===== config.mk =====
export PLATFORM = sky130hd
export DESIGN_NAME = hrap_device_flat
export DESIGN_NICKNAME = d
export VERILOG_FILES = /design/src/hrap_pkg.sv /design/src/hrap_if.sv /design/src/hrap_device.sv /design/src/flat_wrapper.sv
export SDC_FILE = /design/constraint.sdc
export NUM_CORES = 1
export LEC_CHECK = 0
export BUFFER_PORTS_ARGS = -buffer_cell sky130_fd_sc_hd__buf_2
export CELL_PAD_IN_SITES_DETAIL_PLACEMENT = 0
export CELL_PAD_IN_SITES_GLOBAL_PLACEMENT = 1
export CORE_MARGIN = 4
export CORE_UTILIZATION = 45
export CTS_CLUSTER_DIAMETER = 50
export DETAILED_ROUTE_END_ITERATION = 10
export HOLD_SLACK_MARGIN = 0.06
export PLACE_DENSITY_LB_ADDON = 0.1
export SLEW_MARGIN = 5
export SYNTH_ARGS = -nofsm -noshare
export SYNTH_HDL_FRONTEND = slang
export SYNTH_SLANG_ARGS = --single-unit

===== constraint.sdc =====
create_clock -name core_clk -period 3 [get_ports core_clk]
set_input_delay 0.75 -clock core_clk [delete_from_list [all_inputs] [get_ports core_clk]]
set_output_delay 0.75 -clock core_clk [all_outputs]
set_load 0.05 [all_outputs]

===== src/hrap_pkg.sv =====
// Package for the host register access port: widths, timing counts, states.
// Assumes a single 10 MHz core clock shared by both ends.
package hrap_pkg;
    localparam int unsigned CLK_PERIOD_NS = 100;
    localparam int unsigned DATA_W = 16;
    localparam int unsigned SEL_W = 3;
    localparam int unsigned VEC_W = 8;
    // Write: buffer enable on 3rd rising edge, data sampled on 6th (the edge after the count reaches 5)
    localparam logic [3:0] WR_BUF_ON_EDGE = 4'h3;
    localparam logic [3:0] WR_SAMPLE_EDGE = 4'h5;
    // Host-side timings, then the device read latency and reset vector
    localparam int unsigned STROBE_HIGH_NS = 100;
    localparam int unsigned STROBE_HIGH_CYC =
        (STROBE_HIGH_NS + CLK_PERIOD_NS - 1) / CLK_PERIOD_NS;
    localparam int unsigned IACK_FIRST_NS = 150;
    localparam int unsigned IACK_FIRST_CYC =
        (IACK_FIRST_NS + CLK_PERIOD_NS - 1) / CLK_PERIOD_NS;
    localparam int unsigned RELEASE_MAX_NS = 1000;
    localparam int unsigned RELEASE_MAX_CYC = RELEASE_MAX_NS / CLK_PERIOD_NS;
    localparam int unsigned SKEW_MAX_NS = 10;
    localparam logic [3:0] READ_LAT = 4'h2;
    localparam logic [VEC_W-1:0] VEC_RESET = 8'h00;

    typedef enum logic [5:0] {
        HRAP_IDLE = 6'h01,
        HRAP_RD = 6'h02,
        HRAP_WR = 6'h04,
        HRAP_ACK = 6'h08,
        HRAP_DRV_HI = 6'h10,
        HRAP_WAIT_REL = 6'h20
    } hrap_dev_state_e;

    typedef enum logic [5:0] {
        HRAPH_IDLE = 6'h01,
        HRAPH_SETUP = 6'h02,
        HRAPH_STROBE = 6'h04,
        HRAPH_HOLD = 6'h08,
        HRAPH_GAP = 6'h10,
        HRAPH_IACK2 = 6'h20
    } hrap_host_state_e;
endpackage : hrap_pkg


===== src/hrap_if.sv =====
// Interface joining the host bus master and the adapter register port.
// Assumes both ends run on one clock; the testbench resolves shared wires.
`timescale 1ns/1ps
`default_nettype none
interface hrap_if;
    logic host_chip_sel_n;
    logic lower_strobe_n;
    logic upper_strobe_n;
    logic rd_strobe_n;
    logic wr_strobe_n;
    logic read_not_write;
    logic byte_high_en_n;
    logic [hrap_pkg::SEL_W-1:0] reg_select;
    logic addr_latch_strobe;
    logic int_ack_n;
    logic acknowledge_style_mode;
    logic bus8_mode;
    logic [hrap_pkg::DATA_W-1:0] host_data_out;
    logic host_data_oe_n;
    logic [hrap_pkg::DATA_W-1:0] dev_data_out;
    logic dev_data_oe_n;
    logic dev_high_oe_n;
    logic data_buf_en_n;
    logic data_buf_dir;
    logic host_ready_ack_out;
    logic host_ready_ack_oe_n;
    logic host_ready_ack_n;
    logic [hrap_pkg::DATA_W-1:0] bus_data;

    modport device (
        input host_chip_sel_n, lower_strobe_n, upper_strobe_n, rd_strobe_n, wr_strobe_n,
        input read_not_write, byte_high_en_n, reg_select, addr_latch_strobe, int_ack_n,
        input acknowledge_style_mode, bus8_mode, bus_data, host_ready_ack_n,
        output dev_data_out, dev_data_oe_n, dev_high_oe_n, data_buf_en_n, data_buf_dir,
        output host_ready_ack_out, host_ready_ack_oe_n
    );
    modport host (
        output host_chip_sel_n, lower_strobe_n, upper_strobe_n, rd_strobe_n, wr_strobe_n,
        output read_not_write, byte_high_en_n, reg_select, addr_latch_strobe, int_ack_n,
        output acknowledge_style_mode, bus8_mode, host_data_out, host_data_oe_n,
        input bus_data, host_ready_ack_n
    );
endinterface : hrap_if
`default_nettype wire


===== src/hrap_device.sv =====
// Adapter end of the host register access port: eight 16-bit registers
// plus an interrupt vector, reached by the host over the parallel bus.
// Assumes host inputs synchronous to core_clk; the testbench resolves wires.
//
// What the port does, device end and host end
// - Read starts when select, read strobe, not busy
// - Read buffer enable is combinational from inputs
// - Write starts when select, write strobe, not busy
// - Write buffer enable on third rising edge
// - Write data captured on sixth rising edge
// - Drive ready high before releasing it
// - Write buffer enable drops on the same edge ready asserts
// - Host holds address until ready asserts
// - Address latch strobe latches select lines
// - Eight-bit reads float high data lines
// - Eight-bit writes ignore high data lines
// - Host waits after ready before releasing strobes
// - Host releases strobes within 1000 ns
// - Interrupt acknowledge and select never overlap
// - Two acknowledge pulses, first at least 150 ns
// - Data strobe high 100 ns between accesses
// - Select and acknowledge both high 100 ns
// - Later of two strobes counts; skew 10 ns
// - Direction low during writes, high after
`timescale 1ns/1ps
`default_nettype none
module hrap_device #(
    parameter int unsigned DATA_W = hrap_pkg::DATA_W,
    parameter int unsigned SEL_W = hrap_pkg::SEL_W,
    parameter logic [hrap_pkg::VEC_W-1:0] VECTOR = hrap_pkg::VEC_RESET
) (
    input wire logic core_clk,
    input wire logic rst_b,
    hrap_if.device bus,
    input wire logic int_vec_load,
    input wire logic [hrap_pkg::VEC_W-1:0] int_vec_in,
    output logic [DATA_W-1:0] reg0_value,
    output logic write_done
);
    localparam int unsigned NREG = 1 << SEL_W;
    hrap_pkg::hrap_dev_state_e state_q, state_d;
    logic [DATA_W-1:0] regs_q [NREG];
    logic [SEL_W-1:0] sel_lat_q;
    logic cs_lat_q, bhe_lat_q;
    logic [3:0] cnt_q;
    logic buf_wr_q, dir_q, rdy_out_q, rdy_oe_n_q;
    logic [DATA_W-1:0] rd_data_q;
    logic rd_oe_n_q, hi_oe_n_q, is_iack_q, write_done_q;
    logic [hrap_pkg::VEC_W-1:0] vec_q;
    logic [DATA_W-1:0] reg0_q;

    // Transparent while the latch strobe is high, held while it is low
    wire logic [SEL_W-1:0] sel_eff = bus.addr_latch_strobe ? bus.reg_select : sel_lat_q;
    wire logic cs_eff = bus.addr_latch_strobe ? bus.host_chip_sel_n : cs_lat_q;
    wire logic bhe_eff = bus.addr_latch_strobe ? bus.byte_high_en_n : bhe_lat_q;
    // Later of the two data strobes: both must be low
    wire logic ds_both = ~bus.lower_strobe_n & ~bus.upper_strobe_n;
    wire logic rd_req = bus.acknowledge_style_mode ? (ds_both & bus.read_not_write)
                                                   : ~bus.rd_strobe_n;
    wire logic wr_req = bus.acknowledge_style_mode ? (ds_both & ~bus.read_not_write)
                                                   : ~bus.wr_strobe_n;
    wire logic cs_act = ~(bus.acknowledge_style_mode ? bus.host_chip_sel_n : cs_eff);
    wire logic busy = (state_q != hrap_pkg::HRAP_IDLE);
    wire logic rd_start = cs_act & rd_req & ~busy;
    wire logic wr_start = cs_act & wr_req & ~busy;
    wire logic iack_start = ~bus.int_ack_n & rd_req & ~busy;
    wire logic strobe_gone = bus.acknowledge_style_mode
        ? (bus.lower_strobe_n | bus.upper_strobe_n | bus.host_chip_sel_n)
        : (bus.rd_strobe_n & bus.wr_strobe_n & bus.int_ack_n) | (cs_eff & bus.int_ack_n);
    // Held from the take on, so the buffer never blinks before read data drives
    wire logic rd_hold = busy & rd_req & (cs_act | ~bus.int_ack_n);
    // Byte lane write mask; 8-bit mode never takes the high lines
    wire logic hi_we = ~bus.bus8_mode & ~bhe_eff;
    wire logic [DATA_W-1:0] wr_mask = {{(DATA_W/2){hi_we}}, {(DATA_W/2){1'b1}}};

    // Buffer enable: combinational for reads, registered window for writes
    assign bus.data_buf_en_n = ~(rd_start | iack_start | rd_hold | buf_wr_q);
    assign bus.data_buf_dir = dir_q;
    assign bus.host_ready_ack_out = rdy_out_q;
    assign bus.host_ready_ack_oe_n = rdy_oe_n_q;
    assign bus.dev_data_out = rd_data_q;
    assign bus.dev_data_oe_n = rd_oe_n_q;
    assign bus.dev_high_oe_n = hi_oe_n_q;
    assign reg0_value = reg0_q;
    assign write_done = write_done_q;

    always_comb begin
        state_d = state_q;
        case (state_q)
            hrap_pkg::HRAP_IDLE: begin
                if (rd_start || iack_start) begin
                    state_d = hrap_pkg::HRAP_RD;
                end else if (wr_start) begin
                    state_d = hrap_pkg::HRAP_WR;
                end
            end
            hrap_pkg::HRAP_RD: begin
                if (cnt_q == hrap_pkg::READ_LAT) begin
                    state_d = hrap_pkg::HRAP_ACK;
                end
            end
            hrap_pkg::HRAP_WR: begin
                if (cnt_q == hrap_pkg::WR_SAMPLE_EDGE) begin
                    state_d = hrap_pkg::HRAP_ACK;
                end
            end
            hrap_pkg::HRAP_ACK: begin
                if (strobe_gone) begin
                    state_d = hrap_pkg::HRAP_DRV_HI;
                end
            end
            hrap_pkg::HRAP_DRV_HI: begin
                if (bus.host_ready_ack_n) begin
                    state_d = hrap_pkg::HRAP_WAIT_REL;
                end
            end
            hrap_pkg::HRAP_WAIT_REL: state_d = hrap_pkg::HRAP_IDLE;
            default: state_d = hrap_pkg::HRAP_IDLE;
        endcase
    end

    always_ff @(posedge core_clk) begin
        if (!rst_b) begin
            sel_lat_q <= '0;
            cs_lat_q <= 1'b1;
            bhe_lat_q <= 1'b1;
        end else if (bus.addr_latch_strobe) begin
            sel_lat_q <= bus.reg_select;
            cs_lat_q <= bus.host_chip_sel_n;
            bhe_lat_q <= bus.byte_high_en_n;
        end
    end

    always_ff @(posedge core_clk) begin
        if (!rst_b) begin
            state_q <= hrap_pkg::HRAP_IDLE;
            cnt_q <= '0;
            is_iack_q <= 1'b0;
        end else begin
            state_q <= state_d;
            cnt_q <= (state_d == state_q && busy) ? cnt_q + 4'h1 : 4'h1;
            if (state_q == hrap_pkg::HRAP_IDLE) begin
                is_iack_q <= iack_start;
            end
        end
    end

    // Write window: enable on edge 3, sample and release on edge 6
    always_ff @(posedge core_clk) begin
        if (!rst_b) begin
            buf_wr_q <= 1'b0;
            dir_q <= 1'b1;
            write_done_q <= 1'b0;
        end else begin
            write_done_q <= 1'b0;
            if (state_q == hrap_pkg::HRAP_WR && cnt_q == hrap_pkg::WR_BUF_ON_EDGE - 4'h1) begin
                buf_wr_q <= 1'b1;
            end else if (state_q == hrap_pkg::HRAP_WR && cnt_q == hrap_pkg::WR_SAMPLE_EDGE) begin
                buf_wr_q <= 1'b0;
                write_done_q <= 1'b1;
            end
            // Direction low through the write, held past the buffer enable
            if (wr_start) begin
                dir_q <= 1'b0;
            end else if (~wr_req && state_q != hrap_pkg::HRAP_WR) begin
                dir_q <= 1'b1;
            end
        end
    end

    always_ff @(posedge core_clk) begin
        if (!rst_b) begin
            for (int i = 0; i < NREG; i++) begin
                regs_q[i] <= '0;
            end
            reg0_q <= '0;
            vec_q <= VECTOR;
        end else begin
            if (state_q == hrap_pkg::HRAP_WR && cnt_q == hrap_pkg::WR_SAMPLE_EDGE) begin
                regs_q[sel_eff] <= (regs_q[sel_eff] & ~wr_mask) | (bus.bus_data & wr_mask);
                if (sel_eff == '0) begin
                    reg0_q <= (regs_q[0] & ~wr_mask) | (bus.bus_data & wr_mask);
                end
            end
            if (int_vec_load) begin
                vec_q <= int_vec_in;
            end
        end
    end

    // Read data is driven a cycle before ready and held until the strobe ends
    always_ff @(posedge core_clk) begin
        if (!rst_b) begin
            rd_data_q <= '0;
            rd_oe_n_q <= 1'b1;
            hi_oe_n_q <= 1'b1;
        end else if (state_q == hrap_pkg::HRAP_RD && cnt_q == hrap_pkg::READ_LAT - 4'h1) begin
            rd_data_q <= is_iack_q ? {{(DATA_W-hrap_pkg::VEC_W){1'b0}}, vec_q} : regs_q[sel_eff];
            rd_oe_n_q <= 1'b0;
            hi_oe_n_q <= bus.bus8_mode;
        end else if (~rd_req || (state_q == hrap_pkg::HRAP_DRV_HI)) begin
            rd_oe_n_q <= 1'b1;
            hi_oe_n_q <= 1'b1;
        end
    end

    // Ready: pulled low, then driven high until seen high, then floated
    always_ff @(posedge core_clk) begin
        if (!rst_b) begin
            rdy_out_q <= 1'b1;
            rdy_oe_n_q <= 1'b1;
        end else if (state_d == hrap_pkg::HRAP_ACK) begin
            rdy_out_q <= 1'b0;
            rdy_oe_n_q <= 1'b0;
        end else if (state_d == hrap_pkg::HRAP_DRV_HI) begin
            rdy_out_q <= 1'b1;
            rdy_oe_n_q <= 1'b0;
        end else begin
            rdy_out_q <= 1'b1;
            rdy_oe_n_q <= 1'b1;
        end
    end
endmodule : hrap_device
`default_nettype wire


===== src/flat_wrapper.sv =====
// flat-port wrapper written by rule: the top's interface ports become plain ports
module hrap_device_flat 
#(
    parameter int unsigned DATA_W = hrap_pkg::DATA_W,
    parameter int unsigned SEL_W = hrap_pkg::SEL_W,
    parameter logic [hrap_pkg::VEC_W-1:0] VECTOR = hrap_pkg::VEC_RESET
)
  (core_clk, rst_b, int_vec_load, int_vec_in, reg0_value, write_done, bus_host_chip_sel_n, bus_lower_strobe_n, bus_upper_strobe_n, bus_rd_strobe_n, bus_wr_strobe_n, bus_read_not_write, bus_byte_high_en_n, bus_reg_select, bus_addr_latch_strobe, bus_int_ack_n, bus_acknowledge_style_mode, bus_bus8_mode, bus_bus_data, bus_host_ready_ack_n, bus_dev_data_out, bus_dev_data_oe_n, bus_dev_high_oe_n, bus_data_buf_en_n, bus_data_buf_dir, bus_host_ready_ack_out, bus_host_ready_ack_oe_n);
  hrap_if bus_i ();
  input wire logic core_clk;
  input wire logic rst_b;
  input wire logic int_vec_load;
  input wire logic [hrap_pkg::VEC_W-1:0] int_vec_in;
  output logic [DATA_W-1:0] reg0_value;
  output logic write_done;
  input wire logic [$bits(bus_i.host_chip_sel_n)-1:0] bus_host_chip_sel_n;
  input wire logic [$bits(bus_i.lower_strobe_n)-1:0] bus_lower_strobe_n;
  input wire logic [$bits(bus_i.upper_strobe_n)-1:0] bus_upper_strobe_n;
  input wire logic [$bits(bus_i.rd_strobe_n)-1:0] bus_rd_strobe_n;
  input wire logic [$bits(bus_i.wr_strobe_n)-1:0] bus_wr_strobe_n;
  input wire logic [$bits(bus_i.read_not_write)-1:0] bus_read_not_write;
  input wire logic [$bits(bus_i.byte_high_en_n)-1:0] bus_byte_high_en_n;
  input wire logic [$bits(bus_i.reg_select)-1:0] bus_reg_select;
  input wire logic [$bits(bus_i.addr_latch_strobe)-1:0] bus_addr_latch_strobe;
  input wire logic [$bits(bus_i.int_ack_n)-1:0] bus_int_ack_n;
  input wire logic [$bits(bus_i.acknowledge_style_mode)-1:0] bus_acknowledge_style_mode;
  input wire logic [$bits(bus_i.bus8_mode)-1:0] bus_bus8_mode;
  input wire logic [$bits(bus_i.bus_data)-1:0] bus_bus_data;
  input wire logic [$bits(bus_i.host_ready_ack_n)-1:0] bus_host_ready_ack_n;
  output wire logic [$bits(bus_i.dev_data_out)-1:0] bus_dev_data_out;
  output wire logic [$bits(bus_i.dev_data_oe_n)-1:0] bus_dev_data_oe_n;
  output wire logic [$bits(bus_i.dev_high_oe_n)-1:0] bus_dev_high_oe_n;
  output wire logic [$bits(bus_i.data_buf_en_n)-1:0] bus_data_buf_en_n;
  output wire logic [$bits(bus_i.data_buf_dir)-1:0] bus_data_buf_dir;
  output wire logic [$bits(bus_i.host_ready_ack_out)-1:0] bus_host_ready_ack_out;
  output wire logic [$bits(bus_i.host_ready_ack_oe_n)-1:0] bus_host_ready_ack_oe_n;
  assign bus_i.host_chip_sel_n = bus_host_chip_sel_n;
  assign bus_i.lower_strobe_n = bus_lower_strobe_n;
  assign bus_i.upper_strobe_n = bus_upper_strobe_n;
  assign bus_i.rd_strobe_n = bus_rd_strobe_n;
  assign bus_i.wr_strobe_n = bus_wr_strobe_n;
  assign bus_i.read_not_write = bus_read_not_write;
  assign bus_i.byte_high_en_n = bus_byte_high_en_n;
  assign bus_i.reg_select = bus_reg_select;
  assign bus_i.addr_latch_strobe = bus_addr_latch_strobe;
  assign bus_i.int_ack_n = bus_int_ack_n;
  assign bus_i.acknowledge_style_mode = bus_acknowledge_style_mode;
  assign bus_i.bus8_mode = bus_bus8_mode;
  assign bus_i.bus_data = bus_bus_data;
  assign bus_i.host_ready_ack_n = bus_host_ready_ack_n;
  assign bus_dev_data_out = bus_i.dev_data_out;
  assign bus_dev_data_oe_n = bus_i.dev_data_oe_n;
  assign bus_dev_high_oe_n = bus_i.dev_high_oe_n;
  assign bus_data_buf_en_n = bus_i.data_buf_en_n;
  assign bus_data_buf_dir = bus_i.data_buf_dir;
  assign bus_host_ready_ack_out = bus_i.host_ready_ack_out;
  assign bus_host_ready_ack_oe_n = bus_i.host_ready_ack_oe_n;
  hrap_device #(.DATA_W(DATA_W), .SEL_W(SEL_W), .VECTOR(VECTOR)) u_core (.core_clk(core_clk), .rst_b(rst_b), .bus(bus_i), .int_vec_load(int_vec_load), .int_vec_in(int_vec_in), .reg0_value(reg0_value), .write_done(write_done));
endmodule

==> impl_summary.txt <==
----------------------------------------------------
[Synth]
  Syn_nets ... 791
  Number of warnings printed during yosys synthesis ... 0
  Synth cell types ... 62
  Syn Inst Count ... approximately 750
  Post-Synthesis Cell Area ... between 8000 and 9000 sq um
  Sequential fraction of the synthesis area ... 59.43%
  Top FF cell, synth ... sky130_fd_sc_hd__edfxtp_1
  Number of synthesized register bits ... ~190
  Post-synth EDFFs ... 128
  Proportion of register bits with asynchronous set or reset after synthesis ... 0%
  Post-Syn Area per Cell ... 11.51 sq um

[CTS]
  Hold Buf Count CTS ... 0
  Buffer type at the clock tree root ... sky130_fd_sc_hd__clkbuf_16
  Clock net sink count ... approximately 190
  CTS Buf Count ... 17
  Post_cts resized ... 0
  Maximum buffer depth of the clock tree ... 2
  Clock network latency to the later pin of the worst-skew pair ... 0.43 ns
  Number of setup buffers added after CTS ... 0
  CTS tree ... built
  Clock edge transition at the registers on the reported setup and hold paths ... 0.08 ns
  CTS H-tree depth ... 4

[Cells and area]
  Synth-to-layout area growth ... 18.08%
  Area of all placed cells without fillers ... 10140 sq um
  Fraction of layout instances using a drive strength above 1 ... 22.44%
  Utilization of the core after routing ... between 50% and 60%
  Register Area ... 5105 sq um
  Fillers ... ~1600
  Multi-input combinational cell area ... 3248 sq um
  Total number of nets in the final design ... 901
  Post-route insts no fill ... 1103
  Number of antenna diodes ... 0

[Die]
  Area of the die ... 21360 sq um
  Starting density of the core ... a little under half
  Die extent in y ... 146.2 um
  Cell Rows ... 50
  I/O pin cnt ... 81
  Core area ... 18770 sq um
  Die Span X ... 146.2 um

[Routing]
  Number of vias per cell after detailed routing ... 5.748
  Number of remaining DRC errors ... 0
  Detailed-routing iteration count for the pre-antenna-repair pass ... 5
  Aggregate routed wire length ... 22.60 mm
  Number of vias in the routed layout ... 6340
  Number of design-rule violations left by the first detailed-router iteration ... 648
  Remaining number of nets flagged by the antenna check after routing ... 0
  Detailed-route wire length per cell ... a little over 20 um

[Hold path]
  Launch point of the worst hold path ... u_core.reg0_value[5]$_SDFFE_PN0P_
  Number of instances on the worst hold path ... 1
  Hold Crit Endpoint ... u_core.reg0_value[5]$_SDFFE_PN0P_
  Hold crit path type ... register to register

[Setup path]
  Max Fanout on Critical Path ... 6
  CP max stage cell ... sky130_fd_sc_hd__or3b_2
  Length in cells of the worst reg-to-reg path ... 6
  Arrival time of the worst setup path ... about 2 ns
  Category of the critical setup timing path ... primary input to output port
  Required time at the endpoint of the critical path ... about 2.3 ns
  Source of the worst register-to-register timing path ... u_core.state_q[4]$_SDFF_PN0_
  Reg-to-reg setup timing slack ... 0.57 ns
  Delay of the slowest critical-path stage ... between 0.4 and 0.5 ns
  Cell chain of the critical path ... buf_2, or3b_2, a21o_1, a21oi_2, buf_2
  Critical Path Start Type ... primary input
  End of the worst register-to-register path ... u_core.bus.dev_data_out[7]$_SDFFE_PN0P_
  Most used cell along the critical path ... sky130_fd_sc_hd__buf_2
  Endpoint class of the critical path ... output port

[Global routing]
  Gr ovfl total ... 0
  Initial antenna violation count ... 0
  Combined global-route utilization of all metal layers ... 21.20%
  Largest net degree at the start of global routing ... 42
  Global-route wire length before repair ... 35.39 mm
  Vias in the first global route ... 6047

[Placed design]
  Post-DP HPWL ... approximately 16 mm
  Instance area at placement ... 9560 sq um
  Buffers added on ports ... 80
  Placer Congestion ... 0.8395
  Placed cell count ... 1071

[Outcome]
  Outcome ... complete, no violations

[Power and ir drop]
  Total power density per cell area ... between 500 and 600 nW/um^2
  Maximum vdd ir drop ... 0.0003870 V
  Cell leakage power ... between 4 and 5 nW

[Timing]
  Slew at the pin closest to its max-slew limit ... 0.7666 ns
  Fraction of the cycle the final worst path needs ... just over 90%
  Final critical path time including I/O delays and setup ... 2.768 ns
  Number of endpoints failing setup at the final stage ... 0
  Worst Skew ... roughly 0.014 ns
  Maximum clock frequency ... 361.3 MHz
  Final Max Tran Viols ... 0
  Relative slew slack ... 48.50%
  Count of endpoints failing hold in the final timing report ... 0
  Accumulated negative setup slack ... 0 ns
  Setup repair after global routing missed its margin ... false

[Job]
  Total of max-cap violations ... 0

----------------------------------------------------
-- worst max path at each step --
stage / start / end
2_1_floorplan: bus_acknowledge_style_mode / bus_data_buf_en_n
3_3_place_gp: bus_addr_latch_strobe / bus_data_buf_en_n
3_5_place_dp: bus_addr_latch_strobe / bus_data_buf_en_n
4_1_cts: bus_addr_latch_strobe / bus_data_buf_en_n
5_1_grt: bus_addr_latch_strobe / bus_data_buf_en_n
6_report: bus_addr_latch_strobe / bus_data_buf_en_n
-- kinds of logic (layout without fill, tap and decap cells) --
kind of cell             Yosys count  after routing  synth area share [%]
AO/OA/AOI/OAI                    140            140                 13.18
XOR/XNOR                           2              2                0.2040
adder cells (fa/ha/maj)            3              3                0.4370
buffers and inverters             50            173                 2.797
AND/OR/NAND/NOR                  305            305                 17.39
multiplexers                      55             55                 6.555
flip-flops                       191            191                 59.43
-- cell type report --
type                    instances  area share (%)
clock inverters                13           1.369
well taps                     234           2.887
flip-flops and latches        191           50.33
repair buffers                136           8.833
inverters                       5          0.1850
clock buffers                  19           4.367
multi-input cells             505           32.03
-- synthesized netlist by cell type (10+ instances only) --
master                     instances  area share (%)
sky130_fd_sc_hd__edfxtp_1        128              45
sky130_fd_sc_hd__nor2_1           97             4.2
sky130_fd_sc_hd__nand2_1          78             3.4
sky130_fd_sc_hd__and3_1           73             5.3
sky130_fd_sc_hd__dfxtp_1          63              15
sky130_fd_sc_hd__mux2i_1          47             5.5
sky130_fd_sc_hd__o21ai_0          34             2.0
sky130_fd_sc_hd__clkbuf_1         29             1.3
sky130_fd_sc_hd__a21oi_1          26             1.5
sky130_fd_sc_hd__nand2b_1         12            0.87
sky130_fd_sc_hd__nor3_1           12            0.70
sky130_fd_sc_hd__a21o_1           10            0.87
sky130_fd_sc_hd__a221oi_1         10             1.0
sky130_fd_sc_hd__o22ai_1          10            0.73
-- through the flow --
stage                     setup WS, ns  total power, W  hold WS [ns]
after global routing            0.1947        0.005988        0.4640
after global placement          0.2416        0.003566        0.4300
after detailed placement        0.2381        0.003578        0.4362
after floorplan                 0.2285        0.003325        0.4521
final                           0.2319        0.005796        0.4549
after CTS                       0.2365        0.005827        0.4536
-- power breakdown --
group,internal (W),switching [W]
logic,0.000232,0.000379
clock network,0.00120,0.00107
registers,0.00287,0.0000362
-- flip-flops by register name, summed over array words and instances (netlist names) --
signal,cells
u_core.cs_lat_q,1
u_core.regs_q,128
u_core.write_done,1
u_core.sel_lat_q,3
u_core.bus.host_ready_ack_oe_n,1
u_core.reg0_value,16
u_core.bus.dev_data_oe_n,1
u_core.bus.host_ready_ack_out,1
u_core.state_q,6
u_core.bus.data_buf_dir,1
u_core.buf_wr_q,1
u_core.vec_q,8
u_core.bus.dev_high_oe_n,1
u_core.is_iack_q,1
u_core.bhe_lat_q,1
u_core.bus.dev_data_out,16
u_core.cnt_q,4
-- worst max-delay path, delay by kind of cell --
kind                   cells  cell delay (ns)
buffers and inverters      2             0.42
and+or+nand+nor            1             0.49
AOI/OAI and AO/OA          2             0.35
-- layout by cell type (no fill, tap or decap), types with 6 or more instances in the layout --
master                      Yosys  routed
sky130_fd_sc_hd__buf_2          8      80
sky130_fd_sc_hd__a221oi_1      10      10
sky130_fd_sc_hd__nor2b_1        6       6
sky130_fd_sc_hd__o41ai_4        7       7
sky130_fd_sc_hd__and3_1        73      73
sky130_fd_sc_hd__nand3_1        8       8
sky130_fd_sc_hd__nor3_1        12      12
sky130_fd_sc_hd__nand2b_1      12      12
sky130_fd_sc_hd__inv_6          0       7
sky130_fd_sc_hd__clkbuf_16      0      17
sky130_fd_sc_hd__dfxtp_1       63      63
sky130_fd_sc_hd__o21ai_0       34      34
sky130_fd_sc_hd__o22ai_1       10      10
sky130_fd_sc_hd__buf_12         0       6
sky130_fd_sc_hd__mux2_2         7       7
sky130_fd_sc_hd__nand2_1       78      78
sky130_fd_sc_hd__a21oi_1       26      25
sky130_fd_sc_hd__mux2i_1       47      47
sky130_fd_sc_hd__edfxtp_1     128     128
sky130_fd_sc_hd__a21o_1        10      10
sky130_fd_sc_hd__buf_4          4      50
sky130_fd_sc_hd__nor2_1        97      97
-- layer usage --
layer,wire length (um),up-vias,GRT usage [%]
met5,0,-,0
met4,261,0,5.033
met3,1424,17,4.718
met2,10560,206,32.41
met1,10360,3138,30.99
li1,-,2979,-
Power figures use the tool's default switching activity.
